File: config.mk
export PLATFORM = sky130hd
export DESIGN_NAME = readout_ctrl_end_flat
export DESIGN_NICKNAME = d
export VERILOG_FILES = /design/src/scan_timing_pkg.sv /design/src/scan_link_if.sv /design/src/readout_ctrl_end.sv /design/src/flat_wrapper.sv
export SDC_FILE = /design/constraint.sdc
export NUM_CORES = 1
export LEC_CHECK = 0
export BUFFER_PORTS_ARGS = -buffer_cell sky130_fd_sc_hd__buf_4
export CORE_MARGIN = 2
export CORE_UTILIZATION = 67
export CTS_BUF_LIST = sky130_fd_sc_hd__clkbuf_8 sky130_fd_sc_hd__clkbuf_16
export DETAILED_ROUTE_END_ITERATION = 8
export GPL_ROUTABILITY_DRIVEN = 0
export HOLD_SLACK_MARGIN = 0.02
export PLACE_DENSITY = 0.89
export RECOVER_POWER = 100
export SETUP_SLACK_MARGIN = 0.02
export SYNTH_ARGS = -nofsm -noshare
export SYNTH_HDL_FRONTEND = slang
export SYNTH_SLANG_ARGS = --single-unit
export TNS_END_PERCENT = 1
File: constraint.sdc
create_clock -name mclk -period 7.1 [get_ports mclk]
set_clock_uncertainty 0.2 [all_clocks]
set_input_delay 0.355 -clock mclk [delete_from_list [all_inputs] [get_ports mclk]]
set_output_delay 0.355 -clock mclk [all_outputs]
set_load 0.05 [all_outputs]
File: src/scan_timing_pkg.sv
// shared constants and types for the linear sensor scan link
// assumes both ends run on one 125 MHz system clock
package scan_timing_pkg;
   localparam int unsigned CLOCK_HZ = 125_000_000;
   localparam int unsigned PIX_HZ_MAX = 10_000_000;
   localparam int unsigned PIX_HZ_MIN = 200_000;
   // least pixel period rounds up, longest rounds down
   localparam int unsigned PIX_PERIOD_CYC = (CLOCK_HZ + PIX_HZ_MAX - 1) / PIX_HZ_MAX;
   localparam int unsigned PIX_PERIOD_MAX_CYC = CLOCK_HZ / PIX_HZ_MIN;
   localparam int unsigned PIX_CNT_W = 10;
   localparam int unsigned CNT_W = 16;
   localparam int unsigned VIDEO_W = 12;
   localparam int unsigned FIFO_DEPTH = 16;
   localparam logic [CNT_W-1:0] PIXELS_ALL = 16'h0800;
   localparam logic [CNT_W-1:0] PIXELS_CENTRAL = 16'h0400;
   localparam logic [CNT_W-1:0] FIRST_CH_ALL = 16'h0001;
   localparam logic [CNT_W-1:0] FIRST_CH_CENTRAL = 16'h0201;
   localparam logic [CNT_W-1:0] LAST_CH_CENTRAL = 16'h0600;
   localparam logic [CNT_W-1:0] FIRST_VALID_TRIG = 16'h0059;
   localparam logic [CNT_W-1:0] INTEG_EXTRA = 16'h0030;
   localparam logic [CNT_W-1:0] START_HIGH_MIN = 16'h0006;
   localparam logic [CNT_W-1:0] START_LOW_MIN = 16'h005C;
   localparam logic [CNT_W-1:0] CYCLE_FULL = 16'h085C;
   localparam logic [CNT_W-1:0] CYCLE_CENTRAL = 16'h045C;
   // device scan sequencer
   typedef enum logic [1:0] {
      D_IDLE  = 2'b00,
      D_ARMED = 2'b01,
      D_SCAN  = 2'b11
   } dev_state_t;
   // controller start pulse sequencer
   typedef enum logic [1:0] {
      C_IDLE = 2'b00,
      C_HIGH = 2'b01,
      C_LOW  = 2'b11
   } ctrl_state_t;
   // larger of two counts
   function automatic logic [CNT_W-1:0] maxCnt(input logic [CNT_W-1:0] a,
                                               input logic [CNT_W-1:0] b);
      return (a > b) ? a : b;
   endfunction
endpackage

File: src/scan_link_if.sv
// wires between the sensor end and the readout controller end
// assumes the testbench instantiates it and joins both ends
`timescale 1ns/1ps
interface scan_link_if;
   import scan_timing_pkg::*;
   logic               pixClk;
   logic               scanStartPulse;
   logic               blockSelectInput;
   logic               trig;
   logic [VIDEO_W-1:0] video;
   modport sensor (
      input  pixClk,
      input  scanStartPulse,
      input  blockSelectInput,
      output trig,
      output video
   );
   modport controller (
      output pixClk,
      output scanStartPulse,
      output blockSelectInput,
      input  trig,
      input  video
   );
endinterface

File: src/readout_ctrl_end.sv
// readout controller end and its sample fifo
// Overview of operation
// - sensor shifts on first edge after fall
// - integration is high time plus 48
// - first valid sample at trigger 89
// - start high at least 6 periods
// - start low at least 92 periods
// - pixel clock 200 kHz to 10 MHz; a full buffer stops it and the bench runs it at 15.625 MHz
// - select high reads channels 513 to 1536
// - select low reads all 2048 channels
// - sample video on trigger rising edge
// - shutter set by high/low split
// - full scan repeats every 2140 periods or more
// - central scan repeats every 1116 periods or more
// - all pixels integrate together
// assumes the sensor end sits on the link interface
`timescale 1ns/1ps
module stream_fifo #(
   parameter int unsigned WIDTH = 8,
   parameter int unsigned DEPTH = 16
) (
   // clock and reset
   input  wire logic             mclk,
   input  wire logic             resetn,
   // fill side
   input  wire logic             inValid,
   output logic                  inReady,
   input  wire logic [WIDTH-1:0] inData,
   // drain side
   output logic                  outValid,
   input  wire logic             outReady,
   output logic [WIDTH-1:0]      outData
);
   localparam int unsigned AW = $clog2(DEPTH);
   logic [WIDTH-1:0] mem [DEPTH];
   logic [AW:0] wrPtr_q, wrPtr_d;
   logic [AW:0] rdPtr_q, rdPtr_d;
   logic push, pop;

   // pointer arithmetic with wrap bit
   always_comb begin
      inReady  = (wrPtr_q[AW-1:0] != rdPtr_q[AW-1:0]) || (wrPtr_q[AW] == rdPtr_q[AW]);
      outValid = (wrPtr_q != rdPtr_q);
      push     = inValid && inReady;
      pop      = outValid && outReady;
      wrPtr_d  = push ? wrPtr_q + 1'b1 : wrPtr_q;
      rdPtr_d  = pop ? rdPtr_q + 1'b1 : rdPtr_q;
   end

   // pointer registers
   always_ff @(posedge mclk or negedge resetn) begin
      if (!resetn) begin
         wrPtr_q <= '0;
         rdPtr_q <= '0;
      end else begin
         wrPtr_q <= wrPtr_d;
         rdPtr_q <= rdPtr_d;
      end
   end

   // storage, no reset needed
   always_ff @(posedge mclk) begin
      if (push) begin
         mem[wrPtr_q[AW-1:0]] <= inData;
      end
   end

   assign outData = mem[rdPtr_q[AW-1:0]];
endmodule // stream_fifo

module readout_ctrl_end #(
   parameter int unsigned PIX_PERIOD = scan_timing_pkg::PIX_PERIOD_CYC,
   parameter int unsigned DEPTH      = scan_timing_pkg::FIFO_DEPTH
) (
   // clock and reset
   input  wire logic                           mclk,
   input  wire logic                           resetn,
   // link
   scan_link_if.controller                     link,
   // scan control
   input  wire logic                           runEnable,
   input  wire logic                           centralOnly,
   input  wire logic [scan_timing_pkg::CNT_W-1:0] highClocks,
   // pixel stream
   output logic                                outValid,
   input  wire logic                           outReady,
   output logic [scan_timing_pkg::VIDEO_W-1:0] outData,
   output logic                                outFirst
);
   import scan_timing_pkg::*;

   localparam logic [PIX_CNT_W-1:0] PER_LAST = PIX_CNT_W'(PIX_PERIOD - 1);
   localparam logic [PIX_CNT_W-1:0] PER_HALF = PIX_CNT_W'(PIX_PERIOD / 2);

   logic [PIX_CNT_W-1:0] divCnt_q, divCnt_d;
   logic pixClk_q, pixClk_d;
   ctrl_state_t state_q, state_d;
   logic [CNT_W-1:0] phaseCnt_q, phaseCnt_d;
   logic [CNT_W-1:0] highTgt_q, highTgt_d;
   logic start_q, start_d;
   logic bsel_q, bsel_d;
   logic [CNT_W-1:0] scanLen_q, scanLen_d;
   logic [CNT_W-1:0] trigCnt_q, trigCnt_d;
   logic [CNT_W-1:0] taken_q, taken_d;
   logic [2:0] trigSync_q;
   logic [VIDEO_W-1:0] sample_q, sample_d;
   logic first_q, first_d;
   logic pend_q, pend_d;
   logic fifoReady, stall, fallEn, trigRise;
   logic [VIDEO_W:0] fifoOut;

   // stall the pixel clock while a sample waits on a full buffer
   assign stall    = pend_q && !fifoReady;
   assign fallEn   = !stall && (divCnt_q == PER_HALF - 1'b1);
   assign trigRise = trigSync_q[1] & ~trigSync_q[2];

   always_comb begin
      divCnt_d = divCnt_q;
      pixClk_d = pixClk_q;
      if (!stall) begin
         divCnt_d = (divCnt_q == PER_LAST) ? '0 : divCnt_q + 1'b1;
         pixClk_d = (divCnt_d < PER_HALF);
      end
   end

   // start pulse sequencer, steps on pixel falls
   always_comb begin
      state_d    = state_q;
      phaseCnt_d = phaseCnt_q;
      highTgt_d  = highTgt_q;
      start_d    = start_q;
      bsel_d     = bsel_q;
      scanLen_d  = scanLen_q;
      case (state_q)
         C_IDLE: begin
            if (fallEn && runEnable) begin
               state_d    = C_HIGH;
               start_d    = 1'b1;
               phaseCnt_d = 16'h0001;
               // select moves only at a new cycle
               bsel_d     = centralOnly;
               highTgt_d  = maxCnt(maxCnt(highClocks, START_HIGH_MIN),
                                   (centralOnly ? CYCLE_CENTRAL : CYCLE_FULL)
                                   - START_LOW_MIN);
            end
         end
         C_HIGH: begin
            if (fallEn) begin
               if (phaseCnt_q == highTgt_q) begin
                  state_d    = C_LOW;
                  start_d    = 1'b0;
                  phaseCnt_d = 16'h0001;
                  scanLen_d  = bsel_q ? PIXELS_CENTRAL : PIXELS_ALL;
               end else begin
                  phaseCnt_d = phaseCnt_q + 16'h0001;
               end
            end
         end
         C_LOW: begin
            if (fallEn) begin
               if (phaseCnt_q == START_LOW_MIN) begin
                  state_d    = runEnable ? C_HIGH : C_IDLE;
                  start_d    = runEnable;
                  phaseCnt_d = 16'h0001;
                  bsel_d     = runEnable ? centralOnly : bsel_q;
                  highTgt_d  = maxCnt(maxCnt(highClocks, START_HIGH_MIN),
                                      (centralOnly ? CYCLE_CENTRAL : CYCLE_FULL)
                                      - START_LOW_MIN);
               end else begin
                  phaseCnt_d = phaseCnt_q + 16'h0001;
               end
            end
         end
         default: begin
            state_d = C_IDLE;
            start_d = 1'b0;
         end
      endcase
   end

   // trigger counting and video capture
   always_comb begin
      trigCnt_d = trigCnt_q;
      taken_d   = taken_q;
      sample_d  = sample_q;
      first_d   = first_q;
      pend_d    = pend_q && !fifoReady;
      if (state_q == C_HIGH && state_d == C_LOW) begin
         trigCnt_d = '0;
         taken_d   = '0;
      end else if (trigRise) begin
         trigCnt_d = trigCnt_q + 16'h0001;
         // from trigger 89 up to scan length
         if (trigCnt_d >= FIRST_VALID_TRIG && taken_q < scanLen_q) begin
            sample_d = link.video;
            first_d  = (taken_q == '0);
            pend_d   = 1'b1;
            taken_d  = taken_q + 16'h0001;
         end
      end
   end

   // registers of divider, sequencer and capture
   always_ff @(posedge mclk or negedge resetn) begin
      if (!resetn) begin
         divCnt_q   <= '0;
         pixClk_q   <= 1'b0;
         state_q    <= C_IDLE;
         phaseCnt_q <= '0;
         highTgt_q  <= START_HIGH_MIN;
         start_q    <= 1'b0;
         bsel_q     <= 1'b0;
         scanLen_q  <= PIXELS_ALL;
         trigCnt_q  <= '0;
         taken_q    <= PIXELS_ALL;
         trigSync_q <= 3'h0;
         sample_q   <= '0;
         first_q    <= 1'b0;
         pend_q     <= 1'b0;
      end else begin
         divCnt_q   <= divCnt_d;
         pixClk_q   <= pixClk_d;
         state_q    <= state_d;
         phaseCnt_q <= phaseCnt_d;
         highTgt_q  <= highTgt_d;
         start_q    <= start_d;
         bsel_q     <= bsel_d;
         scanLen_q  <= scanLen_d;
         trigCnt_q  <= trigCnt_d;
         taken_q    <= taken_d;
         trigSync_q <= {trigSync_q[1:0], link.trig};
         sample_q   <= sample_d;
         first_q    <= first_d;
         pend_q     <= pend_d;
      end
   end

   // sample buffer toward the user
   stream_fifo #(
      .WIDTH (VIDEO_W + 1),
      .DEPTH (DEPTH)
   ) sampleFifo (
      .mclk     (mclk),
      .resetn   (resetn),
      .inValid  (pend_q),
      .inReady  (fifoReady),
      .inData   ({first_q, sample_q}),
      .outValid (outValid),
      .outReady (outReady),
      .outData  (fifoOut)
   );

   assign outData               = fifoOut[VIDEO_W-1:0];
   assign outFirst              = fifoOut[VIDEO_W];
   assign link.pixClk           = pixClk_q;
   assign link.scanStartPulse   = start_q;
   assign link.blockSelectInput = bsel_q;
endmodule // readout_ctrl_end

File: src/flat_wrapper.sv
// flat-port wrapper written by rule: the top's interface ports become plain ports
module readout_ctrl_end_flat import scan_timing_pkg::*;
#(
   parameter int unsigned PIX_PERIOD = scan_timing_pkg::PIX_PERIOD_CYC,
   parameter int unsigned DEPTH      = scan_timing_pkg::FIFO_DEPTH
)
  (mclk, resetn, runEnable, centralOnly, highClocks, outValid, outReady, outData, outFirst, link_pixClk, link_scanStartPulse, link_blockSelectInput, link_trig, link_video);
  scan_link_if link_i ();
  input  wire logic mclk;
  input  wire logic resetn;
  input  wire logic runEnable;
  input  wire logic centralOnly;
  input  wire logic [scan_timing_pkg::CNT_W-1:0] highClocks;
  output logic outValid;
  input  wire logic outReady;
  output logic [scan_timing_pkg::VIDEO_W-1:0] outData;
  output logic outFirst;
  output wire logic [$bits(link_i.pixClk)-1:0] link_pixClk;
  output wire logic [$bits(link_i.scanStartPulse)-1:0] link_scanStartPulse;
  output wire logic [$bits(link_i.blockSelectInput)-1:0] link_blockSelectInput;
  input wire logic [$bits(link_i.trig)-1:0] link_trig;
  input wire logic [$bits(link_i.video)-1:0] link_video;
  assign link_pixClk = link_i.pixClk;
  assign link_scanStartPulse = link_i.scanStartPulse;
  assign link_blockSelectInput = link_i.blockSelectInput;
  assign link_i.trig = link_trig;
  assign link_i.video = link_video;
  readout_ctrl_end #(.PIX_PERIOD(PIX_PERIOD), .DEPTH(DEPTH)) u_core (.mclk(mclk), .resetn(resetn), .link(link_i), .runEnable(runEnable), .centralOnly(centralOnly), .highClocks(highClocks), .outValid(outValid), .outReady(outReady), .outData(outData), .outFirst(outFirst));
endmodule
==> results of run 1 <==
==> per-layer routing <==
metal | global-route usage | vias to the layer above | part of all wire
met2 | 0.5058 | 399 | 0.52
li1 | - | 3789 | -
met4 | 0.07857 | 2 | 0.022
met5 | 0 | - | 0.00041
met1 | 0.4018 | 4362 | 0.39
met3 | 0.04251 | 58 | 0.067
==> report_power, final <==
part / internal [uW] / total [uW] / switching, uW
logic: 150 / 321 / 171
registers: 2010 / 2100 / 83.9
clock network: 973 / 1670 / 696
total: 3130 / 4090 / 951
==> worst register-to-register path, stage by stage, from the launching register on <==
cell and delay (ns):
dfrtp_1 1.09, xnor2_1 0.18, nand4_1 0.31, o21a_1 0.55
nor4bb_1 2.66
==> worst max path at each step <==
| stage | start | endpoint |
|---|---|---|
| CTS | u_core.sampleFifo.rdPtr_q[2] | u_core.sample_q[5] |
| global placement | u_core.sampleFifo.rdPtr_q[2] | u_core.sample_q[7] |
| floorplan | u_core.sampleFifo.rdPtr_q[1] | u_core.sampleFifo.mem[0][0] |
| global route | u_core.sampleFifo.rdPtr_q[2] | u_core.sampleFifo.mem[0][6] |
| detailed placement | u_core.sampleFifo.rdPtr_q[2] | u_core.sample_q[4] |
| finish | u_core.sampleFifo.rdPtr_q[2] | u_core.sampleFifo.mem[2][2] |
==> flip-flops by register name, indices dropped and copies added, names as in the netlist, 2 cells and up <==
signal,count
u_core.state_q,2
u_core.scanLen_q,2
u_core.trigCnt_q,16
u_core.sampleFifo.wrPtr_q,5
u_core.phaseCnt_q,16
u_core.divCnt_q,10
u_core.trigSync_q,3
u_core.taken_q,16
u_core.highTgt_q,16
u_core.sampleFifo.rdPtr_q,5
u_core.sampleFifo.mem,208
u_core.sample_q,12
==> cell usage in the layout (no fill, tap or decap), types with 11 or more instances in the layout <==
cell type      synthesis  layout
dfrtp_1              104     102
mux2_2                18      18
o21ai_0               39      39
nand2_1               79      79
nand3_1               28      28
and2_0                 0      11
inv_1                 23      28
clkbuf_1              28      17
nand2b_1              13      13
xor2_1                13      13
a22o_1                15      15
xnor2_1               40      40
nor2_1                37      37
buf_4                  0      38
nor4_1                11      11
clkbuf_16              0      31
and3_1                16      16
ha_1                  23      23
mux2i_1               18      18
mux4_2                65      65
nand4_1               22      22
dlygate4sd3_1          0      32
edfxtp_1             208     208
a21oi_1               17      17
==> cells by family after synthesis <==
family                     synth area share
xor gates and xnor gates            0.03290
AOI/OAI and AO/OA                   0.05657
buffers and inverters               0.02190
muxes                                0.1317
and+or+nand+nor                      0.1013
DFF                                  0.6345
adders and majority gates           0.02110
==> what timing repair did <==
action | in CTS | in global routing
setup buffers | 0 | 0
endpoints found under the setup margin | 0 | 0
hold buffers | 32 | 0
endpoints found under the hold margin | 75 | 0
==> per-stage QoR <==
step / hold WS [ns] / total power, uW / worst slack, ns
after floorplan: -0.1406 / 2339 / 3.677
after detailed placement: 0.1587 / 2434 / 2.901
final: 0.03541 / 4085 / 1.654
after global routing: 0.07830 / 4210 / 1.344
after global placement: 0.1325 / 2423 / 3.023
after CTS: 0.03786 / 4092 / 2.769
==> area by class of cell <==
cell class                      count  area [um^2]
Antenna cell                        1        2.502
Clock buffer                       31        775.7
Clock inverter                     25        252.7
Fill cell                        1201         4890
Inverter                           23        86.33
Multi-Input combinational cell    560         4831
Sequential cell                   316         8959
Tap cell                          275        344.1
Timing Repair Buffer               89        681.9
==> results.md, run 1 <==
* Fmax at 183.6 MHz
* Worst path top cell family by delay: simple AND/OR/NAND/NOR gates
* CTS tree: done
* Mapped Cells at 949
* Fin cells at 1320
* # resized after CTS at 0
* Remaining DRCs at 0
* Post-Syn Nets at approximately 1.0k
* RSZ-0062 raised after global routing: false
* Vias per cell at between 6 and 7
* Post-synth top cells: edfxtp_1, dfrtp_1, nand2_1, mux4_2, xnor2_1
* Worst vdd ir at between 0.00015 and 0.0002 V
* Hpwl dp at ~18000 um
* CTS H-tree lvls at 1
* Post-synth ARST share at 0.3418
* Arr. time, crit path at around 5.3 ns
* Vias in the first global route at roughly 8.6k
* Gr usage total at 0.2943
* Post-route ant nets at 0
* Hold Path Class: input port to flop
* Final hold violation count at 0
* Synth top area share at 0.4426
* Max incr delay on CP at roughly 2.7 ns
* CTS buffer count at 30
* CP Depth at 4
* Finished Cell Area at approximately 16000 um^2
* WHS Endpoint: u_core.link.scanStartPulse
* Die Height at 149.1 um
* Initial antenna violation count at 2
* Max Cap Violations at 7
* Die width at 149.1 um
* Tcrit/Tclk final at 0.7670
* Nets at roughly 1.1k
* Core Rows at 53
* Post-DP Area at between 10000 and 15000 um^2
* Worst slew pin tran at 3.452 ns
* Buffers & Inverters on Critical Path at 0
* Root Driver: clkbuf_16
* Yosys synthesis warning count at 0
* Failing checks: max-capacitance violations, max-slew violations
* Layout area overhead at 12.91%
* Worst-path maximum fanout at 17
* Global-route wire length before repair at ~49000 um
* Starting Density at 0.6777
* Final wirelength at 31610 um
* Core Area at approximately 21000 um^2
* Setup CP Type: flop to flop
* Via Count at around 8.6k
* Worst Setup Start Kind: flop
* R2R Path Start: u_core.sampleFifo.rdPtr_q[2]
* Ys flop type: edfxtp_1
* Reg clk slew, reported paths at approximately 0.070 ns
* Slowest library cell on the worst path: nor4bb_1
* Iteration-0 DRC Markers at between 800 and 900
* EDFF count, synth at 208
* Max Buffers Root-to-Sink at 3
* R2r worst-path depth at 4
* Final setup TNS at 0 ns
* Worst Hold Launch: runEnable
* Placed insts at about 1.2k
* Wire per inst at 23.95 um
* Worst reg2reg endpoint: u_core.sampleFifo.mem[2][2]
* Pleak at ~0.0064 uW
* Avg Inst Size Synth at ~15 um^2
* Critical path data required time at 6.98 ns
* Status: finished with violations
* Die Area at around 22000 um^2
* Share of layout cells above drive strength 1 at 0.1810
* Final Max Tran Viols at 184
* Top-count cell post-synth: edfxtp_1
* Skew-Pair Late Insertion Delay at roughly 0.54 ns
* Post-synth cell types at 66
* Synth Cell Area at about 14000 um^2
* Port bufs at 50
* First-pass iteration count of the detailed router at 5
* Setup-failing EPs final at 0
* Gr ovfl total at 0
* #FFs+latches synth at roughly 320
* CP Cell Sequence: xnor2_1, nand4_1, o21a_1, nor4bb_1
* Seq/Total Area, Yosys at 0.6345
* Final Util at 0.7652
* Tmin final at roughly 5.4 ns
* Yosys top cell by area: edfxtp_1
* Largest net degree at the start of global routing at between 60 and 70
* Ports at roughly 50
* Top post-synthesis cells by area: edfxtp_1, dfrtp_1, mux4_2
* Sink Count at roughly 320
* Hold depth at 4
* PwrDens at approximately 260 nW/um^2
* Relative slew slack at -1.333
* Worst Setup End Kind: flop
* Flop-to-flop setup slack at between 1.5 and 2 ns
Power figures use the tool's default switching activity.
==> inputs of run 2 (changes only) <==
- ABC_AREA: not set -> 1
- CORE_UTILIZATION: 67 -> 62
- PLACE_DENSITY: 0.89 -> 0.84
- clock period: 7.1 -> 5.2 ns (I/O delays scaled with it)
==> run 2 against run 1 <==
Effect of this change:
- the run still ends with max-capacitance violations, max-slew violations left
- maximum frequency grew 24%
- via count grew 29%
- power grew 95%
- combinational power grew to 7.9 times the previous value
- register-to-register slack lost 0.83 ns
- sequential share of layout area shrank 1.6 points
- critical path depth grew 9
- non-clock buffer count grew 9
- worst hold slack gained 0.038 ns
- critical endpoint is now u_core.link.blockSelectInput
==> results.md, run 2 <==
* Nets at 1584 (+47%)
* Starting Density at 0.6366 (-0.04104)
* Via Count at 11.09k (+29%)
* Post-DP Area at 15090 um^2 (+2.4%)
* Vias in the first global route at 10.80k (+26%)
* Final hold violation count at 0 (unchanged)
* Buffers & Inverters on Critical Path at 3 (+3)
* Worst Setup End Kind: flop
* Yosys synthesis warning count at 0 (unchanged)
* Final Max Tran Viols at 45 (-76%)
* Die Area at 24630 um^2 (+11%)
* CTS buffer count at 34 (+13%)
* Initial antenna violation count at 0 (-2)
* RSZ-0062 raised after global routing: false
* Share of layout cells above drive strength 1 at 0.07822 (-0.1028)
* Mapped Cells at 1451 (+53%)
* Yosys top cell by area: edfxtp_1
* Ys flop type: edfxtp_1
* Post-synth ARST share at 0.3418 (unchanged)
* # resized after CTS at 0 (unchanged)
* Status: finished with violations
* Finished Cell Area at 16400 um^2 (+2.9%)
* Top-count cell post-synth: nand2_1
* Root Driver: clkbuf_16
* Fill count at 1543 (+28%)
* Top post-synthesis cells by area: edfxtp_1, dfrtp_1, nand2_1
* Skew-Pair Late Insertion Delay at 0.52 ns (-0.02 ns)
* Synth Cell Area at 14500 um^2 (+2.8%)
* Dpl ws at 1.958 ns (-0.9430 ns)
* Post-Syn Nets at 1508 (+50%)
* Worst Setup Start Kind: flop
* Worst-path maximum fanout at 54 (+37)
* Remaining DRCs at 0 (unchanged)
* Slowest library cell on the worst path: dlygate4sd3_1
* CTS tree: done
* Max incr delay on CP at 0.61 ns (-2.04 ns)
* Max Cap Violations at 1 (-6)
* Setup CP Type: flop to flop
* Iteration-0 DRC Markers at 1224 (+46%)
* Largest net degree at the start of global routing at 107 (+67%)
* Avg Inst Size Synth at 9.994 um^2 (-33%)
* Global-route wire length before repair at 55190 um (+12%)
* Die Height at 156.9 um (+5.2%)
* Ports at 51 (unchanged)
* Critical path data required time at 5.38 ns (-1.60 ns)
* Gr ovfl total at 0 (unchanged)
* Sink Count at 316 (unchanged)
* Final Util at 0.7201 (-0.04509)
* Setup WS post-layout at 0.8251 ns (-0.8291 ns)
* CP Cell Sequence: buf_4, nand2_1, nand2_1, nor2_2, nand4_1, nand2_2, o21ai_0, nand3b_2, inv_2, o21ai_0, nand2_1, o21ai_0, dlygate4sd3_1
* PwrDens at 485.6 nW/um^2 (+89%)
* Tcrit/Tclk final at 0.8413 (+0.07431)
* First-pass iteration count of the detailed router at 6 (+1)
* Most common cell after layout, fill and taps aside: nand2_1
* Post-route ant nets at 0 (unchanged)
* Layout area overhead at 13.11%
* Gr usage total at 0.2868 (-0.007509)
* Commonest cells after routing, fill and taps aside: nand2_1, edfxtp_1, nor2_1, o21ai_0, inv_1
* Setup-failing EPs final at 0 (unchanged)
* #FFs+latches synth at 316 (unchanged)
* Tmin final at 4.375 ns (-1.071 ns)
* Post-synth top cells: nand2_1, edfxtp_1, nor2_1, o21ai_0, inv_1
* Port bufs at 50 (unchanged)
* Reg clk slew, reported paths at 0.06 ns (about the same)
* Max reg flops at 208 (unchanged)
* Hpwl dp at 20330 um (+14%)
* EDFF count, synth at 208 (unchanged)
* Worst path top cell family by delay: simple AND/OR/NAND/NOR gates
* Die width at 156.9 um (+5.2%)
* Core Rows at 55 (+3.8%)
* Hold Path Class: input port to flop
* Final wirelength at 34610 um (+9.5%)
* Failing checks: max-capacitance violations, max-slew violations
* Max Buffers Root-to-Sink at 3 (unchanged)
* Vias per cell at 5.962 (-8.6%)
* Seq/Total Area, Yosys at 0.6174 (-0.01708)
* Synth top area share at 0.4307 (-0.01192)
* Worst vdd ir at 0.0004095 V (+120%)
* # diodes at 0 (-1)
* CTS H-tree lvls at 2 (+1)
* Core Area at 22780 um^2 (+9.4%)
* Post-synth cell types at 50 (-24%)
* Worst slew pin tran at 2.388 ns (-1.064 ns)
* Pleak at 0.007242 uW (+14%)
* Wire per inst at 18.61 um (-22%)
* Final setup TNS at 0 ns (unchanged)
* Arr. time, crit path at 4.55 ns (-0.77 ns)
* Relative slew slack at -0.5923 (+0.7405)
* Fmax at 228.6 MHz (+24%)
* Hold slack at 0.07299 ns (+0.03757 ns)
## run 2: cell count changes after synthesis, moves of 15 or more
| cell | change |
|---|---|
| nand3_1 | +93 |
| xnor2_1 | -38 |
| o221ai_1 | +23 |
| mux2_2 | -18 |
| inv_1 | +105 |
| and3_1 | -15 |
| o22ai_1 | +38 |
| o21ai_0 | +101 |
| a22o_1 | -15 |
| nor2_1 | +152 |
| and2_1 | -17 |
| mux4_2 | -65 |
| mux2i_1 | -18 |
| nand2_1 | +189 |
## run 2: routing by layer
metal | GRT usage | routed length (um) | vias up
met5 | 0 | 0 | -
met4 | 0.1097 | 1057 | 0
met1 | 0.3765 | 13710 | 5327
met2 | 0.4822 | 17080 | 549
li1 | - | - | 5108
met3 | 0.04901 | 2763 | 106
## run 2: final cells by class
type	count	area, um^2	area share
well taps	313	391.6	0.02388
repair buffers	98	729.5	0.04447
clock inverters	21	203.9	0.01243
inverters	139	526.8	0.03212
clock buffers	35	875.8	0.05340
multi-input cells	938	4720	0.2877
flip-flops and latches	316	8955	0.5460
## run 2: worst min-delay path, cell delays in order
cell,delay [ns]
buf_4,0.11
nand2_1,0.26
a21oi_1,0.12
## run 2: final timing paths
check                                        startpoint                      endpoint  slack [ns]  depth (start not counted)
max                        u_core.sampleFifo.rdPtr_q[1]  u_core.link.blockSelectInput        0.83                         13
min                                            outReady  u_core.sampleFifo.rdPtr_q[1]        0.07                          3
max reg2reg                u_core.sampleFifo.rdPtr_q[1]  u_core.link.blockSelectInput        0.83                         13
min reg2reg                        u_core.trigSync_q[1]          u_core.trigSync_q[2]        0.18                          0
max in group asynchronous                        resetn  u_core.sampleFifo.rdPtr_q[0]        2.09                          3
min in group asynchronous                        resetn           u_core.highTgt_q[9]        0.82                          2
## run 2: report_power, final
group          switching [uW]  internal [uW]  leakage, uW
Combinational            1830            716      0.00296
Sequential                216           2830      0.00372
Clock                     956           1420     0.000566
Total                    3000           4960      0.00724
## run 2: per-stage QoR
step	power (uW)	cells
2_1_floorplan	4884	1451
3_3_place_gp	5503	1769
3_5_place_dp	5597	1769
4_1_cts	8006	1860
5_1_grt	8327	1860
6_report	7964	1860
## run 2: cells by family (layout without fill, tap and decap cells)
group | after synthesis | count (layout) | synth area share
AND/OR/NAND/NOR | 653 | 653 | 0.1978
XOR/XNOR | 28 | 28 | 0.01743
AO/OA/AOI/OAI | 234 | 234 | 0.09232
adder cells (fa/ha/maj) | 23 | 23 | 0.01984
flip-flops | 316 | 316 | 0.6174
buffers and inverters | 197 | 293 | 0.05522
## run 2: timing repair
item / in CTS / in global routing
buffers inserted: 0 / 0
hold buffers: 35 / 0
endpoints found under the hold margin: 74 / 0
endpoints found under the setup margin: 0 / 0
==> inputs of run 3 (changes only) <==
- clock period: 5.2 -> 4.6 ns (I/O delays scaled with it)
==> run 3 against run 2 <==
Effect of this change:
- the flow still finishes with violations (max-capacitance violations, max-slew violations)
- cell count up 0.65%
- sequential power up 12%
- die area did not move
- register-to-register slack lost 0.03 ns
- worst hold slack improved by 0.067 ns
- first-iteration DRC count grew 2.6%
- largest cell class unchanged
- clock power up 9.3%
==> results.md, run 3 (synthesis gave the netlist of run 2 again) <==
* Die Area at 24630 um^2 (unchanged)
* Wire per inst at 18.37 um (-1.3%)
* CTS tree: done
* Slowest library cell on the worst path: clkbuf_2
* CTS H-tree lvls at 1 (-1)
* Setup Buffers After CTS at 0 (unchanged)
* Hpwl dp at 20700 um (+1.8%)
* Core Area at 22780 um^2 (unchanged)
* Max incr delay on CP at 0.85 ns (+0.24 ns)
* Hold Path Class: input port to flop
* CTS hold repair buffers at 41 (+17%)
* Reg clk slew, reported paths at 0.06 ns (about the same)
* Skew-Pair Late Insertion Delay at 0.58 ns (+0.06 ns)
* Sw Pwr at 3400 uW (+13%)
* Failing checks: max-capacitance violations, max-slew violations
* Final hold violation count at 0 (unchanged)
* Ports at 51 (unchanged)
* Critical path data required time at 4.17 ns (-1.21 ns)
* Commonest cells after routing, fill and taps aside: nand2_1, edfxtp_1, nor2_1, o21ai_0, inv_1
* Final wirelength at 34380 um (-0.67%)
* Arr. time, crit path at 3.66 ns (-0.89 ns)
* CP Cell Sequence: clkinvlp_2, clkbuf_2, o21ai_0, o221ai_1, nand3_1, nand3_1, clkbuf_1
* PwrDens at 546.5 nW/um^2 (+13%)
* Initial antenna violation count at 0 (unchanged)
* Setup-failing EPs final at 0 (unchanged)
* Worst Setup Start Kind: flop
* Tcrit/Tclk final at 0.8889
* Via Count at 11.08k (-0.11%)
* Port bufs at 50 (unchanged)
* Setup CP Type: flop to output port
* Hold slack at 0.1402 ns (+0.06726 ns)
* Share of layout cells above drive strength 1 at 0.08082 (+0.002605)
* Remaining DRCs at 0 (unchanged)
* Max reg flops at 208 (unchanged)
* Buffers & Inverters on Critical Path at 3 (unchanged)
* Flop-to-flop setup slack at 0.80 ns (-0.03 ns)
* Comb pwr share at 0.335 (+0.015)
* Largest net degree at the start of global routing at 107 (unchanged)
* Clk pwr share at 0.287 (-0.011)
* Starting Density at 0.6366 (unchanged)
* First-pass iteration count of the detailed router at 6 (unchanged)
* Die Height at 156.9 um (unchanged)
* Worst Setup End Kind: output port
* Vias per cell at 5.918 (-0.75%)
* Final setup TNS at 0 ns (unchanged)
* Pleak at 0.007271 uW (+0.40%)
* Fmax at 244.6 MHz
* Sink Count at 316 (unchanged)
* # resized after CTS at 0 (unchanged)
* Area taken by multi-input logic gates at 4730 um^2 (+0.21%)
* Core Rows at 55 (unchanged)
* Reg area at 8955 um^2 (unchanged)
* Worst-path maximum fanout at 54 (unchanged)
* Relative slew slack at -0.3909 (+0.2014)
* Worst slew pin tran at 2.086 ns (-0.3021 ns)
* Status: finished with violations
* Post-route ant nets at 0 (unchanged)
* # diodes at 0 (unchanged)
* Worst path top cell family by delay: buffers and inverters
* Vias in the first global route at 10.88k (+0.75%)
* Power Internal at 5602 uW (+13%)
* Layout area overhead at 13.58%
* CTS buffer count at 31 (-8.8%)
* Gr ovfl total at 0 (unchanged)
* Global-route wire length before repair at 54630 um (-1.0%)
* Sw Share at 0.3777 (+0.0005562)
* Iteration-0 DRC Markers at 1256 (+2.6%)
* Tmin final at approximately 4 ns
* Nets at 1592 (+0.51%)
* Most common cell after layout, fill and taps aside: nand2_1
* Fill count at 1550 (+0.45%)
* Root Driver: clkbuf_16
* Final Max Tran Viols at 84 (+87%)
* Seq pwr share at 0.378 (-0.004)
* Die width at 156.9 um (unchanged)
* Max Cap Violations at 1 (unchanged)
* Max Buffers Root-to-Sink at 3 (unchanged)
* Worst vdd ir at 0.0004274 V (+4.4%)
* CP dominant cell by count: nand3_1
* RSZ-0062 raised after global routing: false
* Gr usage total at 0.2831 (-0.003628)
## run 3: changes by cell type in the layout (fill, tap and decap cells not counted), sizes merged
cell         delta
clkinvlp        +3
clkinv          +5
dlygate4sd3     +6
buf             +6
bufinv          +1
inv             -4
clkbuf          -5
## run 3: worst paths after layout
path | start | endpoint | cells past startpoint
setup reg to reg | u_core.sampleFifo.rdPtr_q[1] | u_core.highTgt_q[4] | 12
max in group asynchronous | resetn | u_core.sampleFifo.rdPtr_q[0] | 3
hold / removal | link_trig | u_core.trigSync_q[0] | 2
hold reg to reg | u_core.trigSync_q[0] | u_core.trigSync_q[1] | 0
min in group asynchronous | resetn | u_core.highTgt_q[9] | 2
setup / recovery | u_core.sampleFifo.rdPtr_q[1] | outData[8] | 7
## run 3: power groups by stage
stage               sequential [uW]  combinational, uW  clock, uW
global route                   3420               3290       2720
detailed placement             3450               2920          0
CTS                            3400               3030       2610
global placement               3440               2810          0
floorplan                      3400               2120          0
finish                         3400               3010       2590
## run 3: per-stage QoR
step                total power, uW  utilization  setup WS (ns)  cell area, um^2  std cells
global route                   9430       0.7231         0.3748            16470       1872
CTS                            9028       0.7278          1.087            16580       1872
floorplan                      5521            -          2.193            14500       1451
global placement               6251       0.6643          1.524            15130       1774
detailed placement             6364       0.6643          1.411            15130       1774
finish                         9002       0.7231         0.5109            16470       1872
## run 3: layout make-up
class	instances	area share
well taps	313	0.02378
inverters	139	0.03191
multi-input cells	938	0.2871
clock buffers	31	0.04710
clock inverters	26	0.01580
repair buffers	109	0.05059
flip-flops and latches	316	0.5437
## run 3: worst reg2reg max path: stages, from the launching register on
cell and delay [ns]:
dfrtp_1 0.77, clkinvlp_2 0.29, nand2_1 0.10, nand2_1 0.08
nor2_1 0.20, nand4_4 0.27, nand2_1 0.28, o21ai_0 0.16
nand3b_2 0.22, inv_2 0.20, nand3_1 0.23, o22ai_1 0.11
dlygate4sd3_1 0.58
## run 3: metal layers
metal  GRT usage  routed length [um]  vias up
met5           0                   0        -
met4     0.09742                 918        0
met3     0.05066                2530       84
met2      0.4850               17040      512
met1      0.3666               13900     5356
li1            -                   -     5126
